--- src/cpa_pkg.sv ---
// Purpose: Shared constants and types for the card adapter power and index access block.
// Assumes: Indexes are 8 bits; socket B registers sit at socket A index plus SOCK_B_OFS.
// Notes:   Reset values below are loaded by a synchronous, active-low reset.
package cpa_pkg;
  localparam logic [7:0] IX_PWR     = 8'h02;
  localparam logic [7:0] IX_CSC_STS = 8'h04;
  localparam logic [7:0] IX_CSC_EN  = 8'h05;
  localparam logic [7:0] IX_TSEL    = 8'h06;
  localparam logic [7:0] IX_PMC     = 8'h1E;
  localparam logic [7:0] IX_XIDX    = 8'h2E;
  localparam logic [7:0] IX_XDAT    = 8'h2F;
  localparam logic [7:0] IX_TSET0   = 8'h3A;
  localparam logic [7:0] IX_TSET1   = 8'h3D;
  localparam logic [7:0] SOCK_B_OFS = 8'h40;
  localparam logic [7:0] XI_EXTCFG  = 8'h03;
  localparam logic [7:0] XI_VSENSE  = 8'h0A;
  localparam int PMC_LPD_BIT  = 1;
  localparam int PMC_SUSP_BIT = 2;
  localparam int PWR_VCC_BIT  = 4;
  localparam int PWR_AUTO_BIT = 5;
  localparam int EXT_KEEP_BIT = 1;
  localparam int CSC_CD_BIT   = 3;
  localparam logic [7:0] PMC_RST = 8'h02;
  localparam logic [7:0] PMC_MSK = 8'h06;
  localparam int FIFO_DEPTH = 4;
  localparam int CARD_DW    = 32;

  typedef enum logic [2:0] {
    ST_ACT  = 3'b001,
    ST_GATE = 3'b010,
    ST_SUSP = 3'b100
  } cpa_pm_t;

  typedef struct packed {
    logic [7:0] setup;
    logic [7:0] cmd;
    logic [7:0] recov;
  } cpa_tmg_t;

  typedef struct packed {
    logic       wr;
    logic       rd;
    logic       sel;
    logic [7:0] wdata;
  } cpa_io_t;

  typedef struct packed {
    logic               sock;
    logic [CARD_DW-1:0] data;
  } cpa_cw_t;

  typedef struct packed {
    cpa_pm_t             st;
    logic [7:0]          idx;
    logic [7:0]          xidx;
    logic [7:0]          pmc;
    logic [7:0]          extcfg;
    logic [7:0]          rdata;
    logic [1:0][7:0]     pwr;
    logic [1:0][7:0]     csc_en;
    logic [1:0][7:0]     tsel;
    logic [1:0]          sts;
    logic [1:0]          pres;
    logic [1:0]          vcc;
    logic [1:0]          vpp;
    logic [1:0]          irq;
    logic                mirq;
    logic [1:0][1:0]     cd1;
    logic [1:0][1:0]     cd2;
    logic [3:0]          vs1;
    logic [3:0]          vs2;
    logic                act1;
    logic                act2;
    logic [1:0]          ir1;
    logic [1:0]          ir2;
    logic [1:0][23:0]    tset;
    cpa_tmg_t            tmg;
  } cpa_core_st_t;
endpackage

--- src/cpa_wfifo.sv ---
// Purpose: Write buffer between the host side and one card socket.
// Assumes: DEPTH is a power of two; both sides run on clock.
// Notes:   Storage is flip-flops; out_data is the entry at the read pointer.
`timescale 1ns/1ps
module cpa_wfifo #(
  parameter int W     = 32,
  parameter int DEPTH = 4
) (
  input  wire logic         clock,
  input  wire logic         nrst,
  input  wire logic         in_valid,
  output      logic         in_ready,
  input  wire logic [W-1:0] in_data,
  output      logic         out_valid,
  input  wire logic         out_ready,
  output      logic [W-1:0] out_data,
  output      logic         empty
);
  localparam int AW = $clog2(DEPTH);

  typedef struct packed {
    logic [DEPTH-1:0][W-1:0] mem;
    logic [AW-1:0]           wp;
    logic [AW-1:0]           rp;
    logic [AW:0]             cnt;
  } cpa_wf_st_t;

  cpa_wf_st_t q;
  cpa_wf_st_t d;
  logic       push;
  logic       pop;

  assign in_ready  = (q.cnt != (AW+1)'(DEPTH));
  assign out_valid = (q.cnt != '0);
  assign empty     = (q.cnt == '0);
  assign out_data  = q.mem[q.rp];
  assign push      = in_valid && in_ready;
  assign pop       = out_valid && out_ready;

  always_comb begin
    d = q;
    if (push) begin
      d.mem[q.wp] = in_data;
      d.wp        = q.wp + 1'b1;
    end
    if (pop) begin
      d.rp = q.rp + 1'b1;
    end
    d.cnt = q.cnt + (AW+1)'(push) - (AW+1)'(pop);
    if (!nrst) begin
      d = '0;
    end
  end

  always_ff @(posedge clock) begin
    q <= d;
  end
endmodule

--- src/cpa_core.sv ---
// Purpose: Power modes, socket supply control, write buffering and indexed
//          register access of a dual-socket host-to-card adapter.
// Assumes: Host strobes and card write drain come from logic on clock;
//          card detect, voltage sense, card activity and card interrupts are pins.
// Notes:   Supplies follow card presence in both power modes.
// Summary of operation
// - Reset selects idle gating; bit1 zero disables.
// - Idle gating stops clock, holds card lines.
// - Activity wakes gated device, then regates automatically.
// - Bit2 one suspends; only bit2 zero resumes.
// - Suspend honours only index and mode writes.
// - Suspended device ignores all socket accesses.
// - Card interrupts still pass during suspend.
// - Removal clears supply enable unless keep bit.
// - No socket power after reset or absent.
// - Card present only when both detects low.
// - Auto power when supply bit 4 set; bit 5 ignored.
// - Insertion and removal raise management interrupt.
// - Two four-word write buffers, stall when full or gated.
// - Card writes are 32 bits; register accesses are 8 bits.
// - Two timing sets, chosen per window.
// - Voltage sense at extended 0Ah via 6Fh.
// - Index byte selects, data byte accesses.
// - Extended index 2Eh, extended data 2Fh.
// - Reset returns every register to default.
// - Socket B index is socket A plus 40h.
`timescale 1ns/1ps
module cpa_core #(
  parameter int DEPTH = cpa_pkg::FIFO_DEPTH
) (
  input  wire logic                           clock,
  input  wire logic                           nrst,
  input  wire cpa_pkg::cpa_io_t               io,
  output      logic [7:0]                     io_rdata,
  input  wire logic                           cw_valid,
  input  wire cpa_pkg::cpa_cw_t               cw,
  output      logic                           cw_ready,
  output      logic [1:0]                     card_wvalid,
  output      logic [1:0][cpa_pkg::CARD_DW-1:0] card_wdata,
  input  wire logic [1:0]                     card_wready,
  output      logic [1:0]                     fifo_empty,
  input  wire logic                           card_bus_act,
  input  wire logic [1:0][1:0]                cd_n,
  input  wire logic [3:0]                     vsense,
  input  wire logic [1:0]                     card_irq_in,
  output      logic [1:0]                     card_irq_out,
  output      logic                           mgmt_irq,
  output      logic [1:0]                     vcc_en,
  output      logic [1:0]                     vpp_en,
  output      logic                           core_clk_en,
  output      logic                           card_hold,
  input  wire logic                           tmg_sock,
  input  wire logic [2:0]                     tmg_win,
  output      cpa_pkg::cpa_tmg_t              tmg
);
  import cpa_pkg::*;

  cpa_core_st_t q;
  cpa_core_st_t d;
  logic [1:0]   present;
  logic [1:0]   ins;
  logic [1:0]   rem;
  logic [1:0]   in_v;
  logic [1:0]   in_r;
  logic [1:0]   out_r;
  logic         susp;
  logic         activity;
  logic         dwr;
  logic         drd;
  logic         s;
  logic [7:0]   base;

  // Per-socket registers decode on the socket A index; bit 6 picks the socket.
  function automatic logic [7:0] sock_base(input logic [7:0] ix);
    return ix & ~SOCK_B_OFS;
  endfunction

  function automatic logic tset_hit(input logic [7:0] ix, input logic [7:0] b);
    return (ix >= b) && (ix < b + 8'h03);
  endfunction

  assign susp = (q.st == ST_SUSP);
  assign dwr  = io.wr && io.sel;
  assign drd  = io.rd && io.sel;
  assign s    = q.idx[6];
  assign base = sock_base(q.idx);

  always_comb begin
    for (int k = 0; k < 2; k++) begin
      present[k] = (q.cd2[k] == 2'b00);
      ins[k]     = present[k] && !q.pres[k];
      rem[k]     = !present[k] && q.pres[k];
    end
  end

  // A buffer that still holds data counts as activity so it drains before gating.
  assign activity = q.act2 || io.wr || io.rd || cw_valid || (|ins) || (|rem)
                    || !(&fifo_empty);

  generate
    for (genvar g = 0; g < 2; g++) begin : g_sock
      // Suspended writes are taken and dropped, so the host bus never hangs.
      assign in_v[g]  = cw_valid && (cw.sock == g) && (q.st == ST_ACT);
      assign out_r[g] = card_wready[g] && (q.st == ST_ACT);
      cpa_wfifo #(
        .W     (CARD_DW),
        .DEPTH (DEPTH)
      ) u_wfifo (
        .clock     (clock),
        .nrst      (nrst),
        .in_valid  (in_v[g]),
        .in_ready  (in_r[g]),
        .in_data   (cw.data),
        .out_valid (card_wvalid[g]),
        .out_ready (out_r[g]),
        .out_data  (card_wdata[g]),
        .empty     (fifo_empty[g])
      );
    end
  endgenerate

  assign cw_ready = susp || ((q.st == ST_ACT) && in_r[cw.sock]);

  always_comb begin
    d = q;
    d.cd1  = cd_n;
    d.cd2  = q.cd1;
    d.vs1  = vsense;
    d.vs2  = q.vs1;
    d.act1 = card_bus_act;
    d.act2 = q.act1;
    d.ir1  = card_irq_in;
    d.ir2  = q.ir1;
    d.pres = present;
    d.irq  = q.ir2;
    if (io.wr && !io.sel) begin
      d.idx = io.wdata;
    end
    if (dwr && (q.idx == IX_PMC)) begin
      d.pmc = io.wdata & PMC_MSK;
    end else if (dwr && !susp) begin
      if (base == IX_PWR) begin
        d.pwr[s] = io.wdata;
      end
      if (base == IX_CSC_EN) begin
        d.csc_en[s] = io.wdata;
      end
      if (base == IX_TSEL) begin
        d.tsel[s] = io.wdata;
      end
      if (base == IX_XIDX) begin
        d.xidx = io.wdata;
      end
      if ((base == IX_XDAT) && (q.xidx == XI_EXTCFG)) begin
        d.extcfg = io.wdata;
      end
      for (int k = 0; k < 2; k++) begin
        for (int f = 0; f < 3; f++) begin
          if (q.idx == ((k == 0 ? IX_TSET0 : IX_TSET1) + 8'(f))) begin
            d.tset[k][8*(2-f) +: 8] = io.wdata;
          end
        end
      end
    end
    if (io.rd && !io.sel) begin
      d.rdata = q.idx;
    end else if (drd) begin
      d.rdata = 8'h00;
      if (!susp) begin
        if (base == IX_PWR) begin
          d.rdata = q.pwr[s];
        end
        if (base == IX_CSC_STS) begin
          d.rdata = {4'h0, q.sts[s], 3'h0};
        end
        if (base == IX_CSC_EN) begin
          d.rdata = q.csc_en[s];
        end
        if (base == IX_TSEL) begin
          d.rdata = q.tsel[s];
        end
        if (base == IX_XIDX) begin
          d.rdata = q.xidx;
        end
        if ((base == IX_XDAT) && (q.xidx == XI_EXTCFG)) begin
          d.rdata = q.extcfg;
        end
        if ((base == IX_XDAT) && (q.xidx == XI_VSENSE)) begin
          d.rdata = {4'h0, q.vs2};
        end
        if (q.idx == IX_PMC) begin
          d.rdata = q.pmc;
        end
        if (tset_hit(q.idx, IX_TSET0)) begin
          d.rdata = q.tset[0][8*(2-int'(q.idx-IX_TSET0)) +: 8];
        end
        if (tset_hit(q.idx, IX_TSET1)) begin
          d.rdata = q.tset[1][8*(2-int'(q.idx-IX_TSET1)) +: 8];
        end
      end
    end
    for (int k = 0; k < 2; k++) begin
      // A card change in the cycle of the clearing read still sets the flag.
      if (drd && !susp && (base == IX_CSC_STS) && (s == k)) begin
        d.sts[k] = 1'b0;
      end
      if (ins[k] || rem[k]) begin
        d.sts[k] = 1'b1;
      end
      if (rem[k] && !q.extcfg[EXT_KEEP_BIT]) begin
        d.pwr[k][PWR_VCC_BIT] = 1'b0;
      end
      // Manual and automatic modes both gate supplies on card presence.
      d.vcc[k] = present[k] && d.pwr[k][PWR_VCC_BIT];
      d.vpp[k] = d.vcc[k] && (d.pwr[k][1:0] != 2'b00);
    end
    d.mirq = |(d.sts & {d.csc_en[1][CSC_CD_BIT], d.csc_en[0][CSC_CD_BIT]});
    d.tmg = q.tsel[tmg_sock][tmg_win] ? cpa_tmg_t'(q.tset[1])
                                      : cpa_tmg_t'(q.tset[0]);
    unique case (q.st)
      ST_ACT: begin
        if (q.pmc[PMC_SUSP_BIT]) begin
          d.st = ST_SUSP;
        end else if (q.pmc[PMC_LPD_BIT] && !activity) begin
          d.st = ST_GATE;
        end
      end
      ST_GATE: begin
        if (q.pmc[PMC_SUSP_BIT]) begin
          d.st = ST_SUSP;
        end else if (activity || !q.pmc[PMC_LPD_BIT]) begin
          d.st = ST_ACT;
        end
      end
      ST_SUSP: begin
        if (!q.pmc[PMC_SUSP_BIT]) begin
          d.st = ST_ACT;
        end
      end
      default: begin
        d.st = ST_ACT;
      end
    endcase
    if (!nrst) begin
      d     = '0;
      d.st  = ST_ACT;
      d.pmc = PMC_RST;
      // Detect pins are active low, so the synchronisers reset to the card-absent level.
      d.cd1 = '1;
      d.cd2 = '1;
    end
  end

  always_ff @(posedge clock) begin
    q <= d;
  end

  assign io_rdata     = q.rdata;
  assign card_irq_out = q.irq;
  assign mgmt_irq     = q.mirq;
  assign vcc_en       = q.vcc;
  assign vpp_en       = q.vpp;
  assign core_clk_en  = (q.st == ST_ACT);
  assign card_hold    = (q.st != ST_ACT);
  assign tmg          = q.tmg;
endmodule

--- config.mk ---
export PLATFORM = sky130hd
export DESIGN_NAME = cpa_core
export DESIGN_NICKNAME = d
export VERILOG_FILES = /design/src/cpa_pkg.sv /design/src/cpa_wfifo.sv /design/src/cpa_core.sv
export SDC_FILE = /design/constraint.sdc
export NUM_CORES = 1
export LEC_CHECK = 0
export ABC_AREA = 1
export BUFFER_PORTS_ARGS = -buffer_cell sky130_fd_sc_hd__buf_2
export CORE_AREA = 2 2 206 208
export DETAILED_ROUTE_END_ITERATION = 8
export DIE_AREA = 0 0 208 210
export PLACE_DENSITY = 0.74
export RECOVER_POWER = 100
export SLEW_MARGIN = 30
export SYNTH_ARGS = -nofsm -noshare
export SYNTH_HDL_FRONTEND = slang
export SYNTH_SLANG_ARGS = --single-unit
--- constraint.sdc ---
create_clock -name clock -period 2.1 [get_ports clock]
set_input_delay 0.21 -clock clock [delete_from_list [all_inputs] [get_ports clock]]
set_output_delay 0.21 -clock clock [all_outputs]
set_load 0.02 [all_outputs]
---- Word-level counts from Yosys, hierarchy flattened ----
Cells that the tools add are included.
storage, ports and cells
  memory bits (writable) .................. 0
  register bits ........................... 460
  bits in latches ......................... 0
  memories kept ........................... 0
  ROM bits ................................ 0
  logic and storage cells ................. 256
operators by class
  $add $sub $neg .......................... 12
  bitwise logic cells ..................... 4
  mux-type cells .......................... 60
  multiply operators ...................... 0
  shift-type cells ........................ 2
  reduce and logical (&&, ||, !) cells .... 84
  $lt $le $gt $ge ......................... 15
  eq/ne operators ......................... 24
  divide/modulo/power cells ............... 0
operator list
  kind                                                                number
  bitwise mux 128 bit                                                 2
  2-to-1 mux 8 bit                                                    22
  binary-select mux 32 bit (select 2 bit)                             2
  demux 32 bit (select 2 bit)                                         2
  2-to-1 mux 32 bit                                                   4
  2-to-1 mux 45 bit                                                   2
  bitwise mux 16 bit                                                  3
  equality test 8 x 6 -> 1 bit (second input constant)                6
  variable part select 24 x 13 -> 8 bit                               2
  logical AND 1 bit                                                   39
  AND reduction 3 bit                                                 12
  2-to-1 mux 16 bit                                                   2
  2-to-1 mux 24 bit                                                   1
  equality test 7 x 3 -> 1 bit (second input constant)                3
  subtractor 3 x 9 -> 10 bit (first input constant)                   2
  subtractor 8 x 6 -> 9 bit (second input constant)                   2
  greater-or-equal comparator 8 x 6 -> 1 bit (second input constant)  2
  2-to-1 mux 3 bit                                                    5
  equality test 7 x 6 -> 1 bit (second input constant)                2
  2-to-1 mux 13 bit                                                   1
  < comparator 2 x 3 -> 1 bit (second input constant)                 4
  2-to-1 mux 1 bit                                                    11
  zero test 1 bit                                                     10
  logical OR 1 bit                                                    10
  30 further kinds                                                    50

---- Depth between registers and ports, before layout ----
  depth in word-level cells ............... 15
  depth in mapped cells ................... 15
  gate-level depth less buffers ........... 15

---- By module ----
From an unflattened synthesis, not the netlist that was laid out.
second synthesis, totals
  cells, all modules ...................... 3679
  area, all modules ....................... 24068.1 um2
by module, submodules not included
  module     seq. area each (um2)  area each (um2)  cells an instance  times used
  cpa_wfifo  2702.6                7498.4           1237               2
  cpa_core   3803.6                9071.2           1205               1

---- Least setup slack after synthesis ----
Ideal clock, no wire load.
  path type ............................... register -> register
  start point ............................. register q[193] (netlist bit)
  end point ............................... register g_sock[1].u_wfifo.q[2] (netlist bit)
  buffers on the path ..................... 1
  stages on the path, launching flop included .. 14
  slack ................................... -95 ps
  setup time .............................. 70 ps
  arrival time ............................ 2125 ps
  cell sequence ........................... dfxtp_1 -> inv_1 -> nor3_4 -> inv_2 -> nor2_1 -> nand2_1 -> inv_2 -> buf_2 -> ha_1 -> inv_1 -> fa_1 -> inv_1 -> o21ai_0 -> a21oi_1
between the ends
  word-level cells in the longest chain between the ends .. 5
ends and longest elaborated chain
  item                          line             text
  start, declared               cpa_core.sv:58   cpa_core_st_t q;
  start signal, assigned        cpa_core.sv:255  q <= d;
  equality test 3 x 1 -> 1 bit  n/a
  net core_clk_en               cpa_core.sv:50   output logic core_clk_en,
  logical AND 1 bit             cpa_core.sv:103  assign in_v[g] = cw_valid && (cw.sock == g) && (q.st == ST_ACT);
  logical AND 1 bit             cpa_wfifo.sv:37  assign push = in_valid && in_ready;
  net g_sock[1].u_wfifo.push    cpa_wfifo.sv:30  logic push;
  adder 3 x 1 -> 3 bit          cpa_wfifo.sv:49  d.cnt = q.cnt + (AW+1)'(push) - (AW+1)'(pop);
  subtractor 3 x 1 -> 3 bit     cpa_wfifo.sv:49
  end signal, assigned          cpa_wfifo.sv:56  q <= d;
  end, declared                 cpa_wfifo.sv:28  cpa_wf_st_t q;
The timed path passes the listed nets, and every way through them passes these cells.
A chain may end at the register's enable or synchronous reset.

---- Worst setup path after layout ----
  start point ............................. register q[194] (netlist bit)
  end point ............................... register g_sock[0].u_wfifo.q[2] (netlist bit)
RTL lines
  item                          line             text
  equality test 3 x 1 -> 1 bit  cpa_core.sv:104  assign out_r[g] = card_wready[g] && (q.st == ST_ACT);
  logical AND 1 bit             cpa_core.sv:104
  logical AND 1 bit             cpa_wfifo.sv:38  assign pop = out_valid && out_ready;
  net g_sock[0].u_wfifo.pop     cpa_wfifo.sv:31  logic pop;
  subtractor 3 x 1 -> 3 bit     cpa_wfifo.sv:49
  end signal, assigned          cpa_wfifo.sv:56
  end, declared                 cpa_wfifo.sv:28
The timed path passes the listed nets, and every way through them passes these cells.

==> impl_metrics.csv <==
group,metric,value,unit
run_status,status,"complete, no violations",
global_route,grt_pass1_vias,19300,
logic_synthesis,syn-num-nets,2899,
timing,slew_headroom,60.5,%
clock_tree,numCtsBuffers,49,
route,antenna_left,0,
worst_setup_path,worstSetupPathType,"reg -> reg",
layout,fillers,3563,
clock_tree,root_buffer,"clkbuf_16",
global_route,globalRouteOverflowTotal,0,
flow_run,maxCapViolCount,0,
global_route,grtUsageTotal,28.5,%
clock_tree,insertion_delay,0.61,ns
logic_synthesis,ys.flop_type,"dfxtp_1",
timing,fin_crit_sh,99.3,%
route,wl,68400,um
route,remaining_drc_errors,0,
worst_setup_path,end_kind,"flip-flop",
layout,n_antenna_cell,0,
worst_setup_path,critPathMaxFanout,3,
layout,fin_util,60.0,%
worst_setup_path,cp-start-kind,"flip-flop",
floorplanning,die_y,210,um
clock_tree,path_clk_slew,0.06,ns
clock_tree,cts_buffer_depth,3,
layout,synthToLayoutAreaGrowth,21.0,%
route,dr.pass1.iters,8,
timing,hold_viol,0,
placed_design,place_hpwl,41100,um
logic_synthesis,synth_edf_count,0,
min_path,hold_class,"in -> reg",
logic_synthesis,syn_area_per_cell,7.33,um^2
timing,fin_tns_setup,0,ns
placed_design,gp_congestion,0.923,
power,total_power,26.0,mW
logic_synthesis,synthTopCellsByArea,"dfxtp_1 45%, a21oi_1 10%, nand2_1 8.2%",
timing,tightest_slew,0.591,ns
route,detail_route.wl_per_cell,19.4,um
timing,setup_viol,0,
timing,fmax,480,MHz
worst_setup_path,r2r-start,"q[194]",
logic_synthesis,yosysTopAreaCell,"dfxtp_1",
layout,fin_nets,3033,
worst_setup_path,required,2.62,ns
layout,multi_input_area,9590,um^2
global_route,antenna_found_initial,0,
worst_setup_path,r2r-end,"g_sock[0].u_wfifo.q[2]",
timing,rsz0062_at_grt,"true",
global_route,grt_pass1_wl,101000,um
clock_tree,cts_tree,"done",
timing,period_minus_slack,2.08,ns
logic_synthesis,synthCells,2807,
power,max-vdd-ir-drop,0.773,mV
route,vias,20900,
worst_setup_path,reg2reg_depth,12,
logic_synthesis,ys_ff_latch,460,
worst_setup_path,r2r_slack,0.02,ns
timing,slew_violations,0,
clock_tree,cts.sinks,460,
logic_synthesis,yosysSeqAreaShare,44.8,%
layout,regArea,9230,um^2
floorplanning,dieWidth,208,um
route,drt_iter0_markers,2683,
global_route,grt_max_degree,91,
floorplanning,die-area,43700,um^2
power,powerDensity,1040,nW/um^2
worst_setup_path,endpoint,"g_sock[0].u_wfifo.q[2]",
layout,mostFrequentLayoutCells,"452 x dfxtp_1, 445 x nand2_1, 426 x a21oi_1, 299 x nand3_1, 254 x o21ai_0",
placed_design,pre_cts_ws,-0.133,ns
floorplanning,ios,174,
logic_synthesis,yosys_warnings,0,
layout,mostFrequentLayoutCell,"dfxtp_1",
floorplanning,coreArea,41500,um^2
floorplanning,rows,75,
clock_tree,htree_levels,2,
worst_setup_path,startpoint,"q[194]",
logic_synthesis,yosysTopAreaCellShare,44.8,%
route,viasPerCell,5.95,
logic_synthesis,syn_area,20600,um^2
logic_synthesis,async_flop_share,0,%
placed_design,place.port_buffers,173,
layout,drive_above_1_share,16.4,%
logic_synthesis,synth_cell_types,42,
floorplanning,initial_core_util,49.6,%
timing,layout_setup_ws,0.0154,ns
worst_setup_path,arrival,2.61,ns
power,cellLeakagePower,9.56,nW
timing,skew,0.0376,ns
==> layout make-up <==
class	count	area share [%]
Clock buffer	64	5.60
Clock inverter	25	0.990
Inverter	175	2.77
Multi-Input combinational cell	1887	38.5
Sequential cell	460	37.1
Tap cell	539	2.71
Timing Repair Buffer	368	12.3
==> layer usage <==
metal | part of all wire, % | track usage, % | up-vias
met5 | 0 | 0 | -
li1 | - | - | 9643
met1 | 37 | 35.2 | 9819
met3 | 9.8 | 5.18 | 244
met4 | 6.0 | 17.1 | 0
met2 | 47 | 46.7 | 1213
==> flip-flops by register name, indices dropped and copies added (netlist names) <==
| signal | flops |
|---|---|
| card_irq_out | 2 |
| g_sock.u_wfifo.q | 270 |
| io_rdata | 8 |
| q | 144 |
| mgmt_irq | 1 |
| vpp_en | 2 |
| vcc_en | 2 |
| base | 7 |
| tmg | 24 |
==> report_power, final <==
group	internal, mW	total, mW	switching (mW)
Sequential	9.10	9.35	0.243
Clock	5.07	8.79	3.72
Combinational	2.80	7.82	5.02
Total	17.0	26.0	8.98
==> cells by family (layout without fill, tap and decap cells) <==
logic type               count (synthesis)  in the layout  share of synthesized area (%)
AO/OA/AOI/OAI                          827            827                           21.3
XOR/XNOR                                 8              8                          0.341
adder cells (fa/ha/maj)                 28             28                           1.78
buffers and inverters                  460            632                           10.2
flip-flops                             460            460                           44.8
AND/OR/NAND/NOR                       1024           1024                           21.6
==> how the worst min path moves through the flow <==
stage / from / end / slack, ns / depth (start not counted)
6_report: io[2] / q[26] / 0.03 / 3
5_1_grt: io[2] / q[26] / 0.03 / 3
3_3_place_gp: q[75] / q[73] / 0.39 / 2
3_5_place_dp: card_bus_act / q[77] / 0.40 / 3
4_1_cts: io[2] / q[26] / 0.0005 / 3
2_1_floorplan: card_irq_in[0] / q[74] / 0.31 / 2
==> synth_stat cells (all sizes together), types with 8 or more instances <==
library cell	n
dfxtp	460
nand2	453
a21oi	429
nand3	303
o21ai	280
nor2	221
clkbuf	178
inv	168
buf	107
o22ai	64
ha	26
or2	20
a211oi	18
nor3	17
o221ai	17
o211ai	14
nand4	8
==> worst max-delay path, cell delays in order (launching register included) <==
cell,delay (ns)
dfxtp_1,0.35
nor3_4,0.22
buf_4,0.16
nand3_2,0.08
inv_2,0.08
ha_1,0.23
inv_1,0.06
ha_1,0.13
inv_1,0.05
fa_2,0.32
inv_1,0.08
o21ai_0,0.10
a21oi_1,0.13
==> what timing repair did <==
item	CTS	global route
gates resized for setup	32	130
hold buffers	43	0
setup endpoints to repair	142	302
pin swaps	4	12
gates cloned	2	12
endpoints found under the hold margin	249	0
buffers inserted	0	22
==> stage by stage <==
stage,cell area [um^2],cells,hold slack (ns)
after detailed placement,21800,3350,0.398
after global routing,24900,3518,0.0291
after CTS,24100,3484,0.000521
after global placement,21800,3350,0.393
final,24900,3518,0.0338
after floorplan,20600,2807,0.308
No activity file was read; power rests on OpenSTA's default activity.
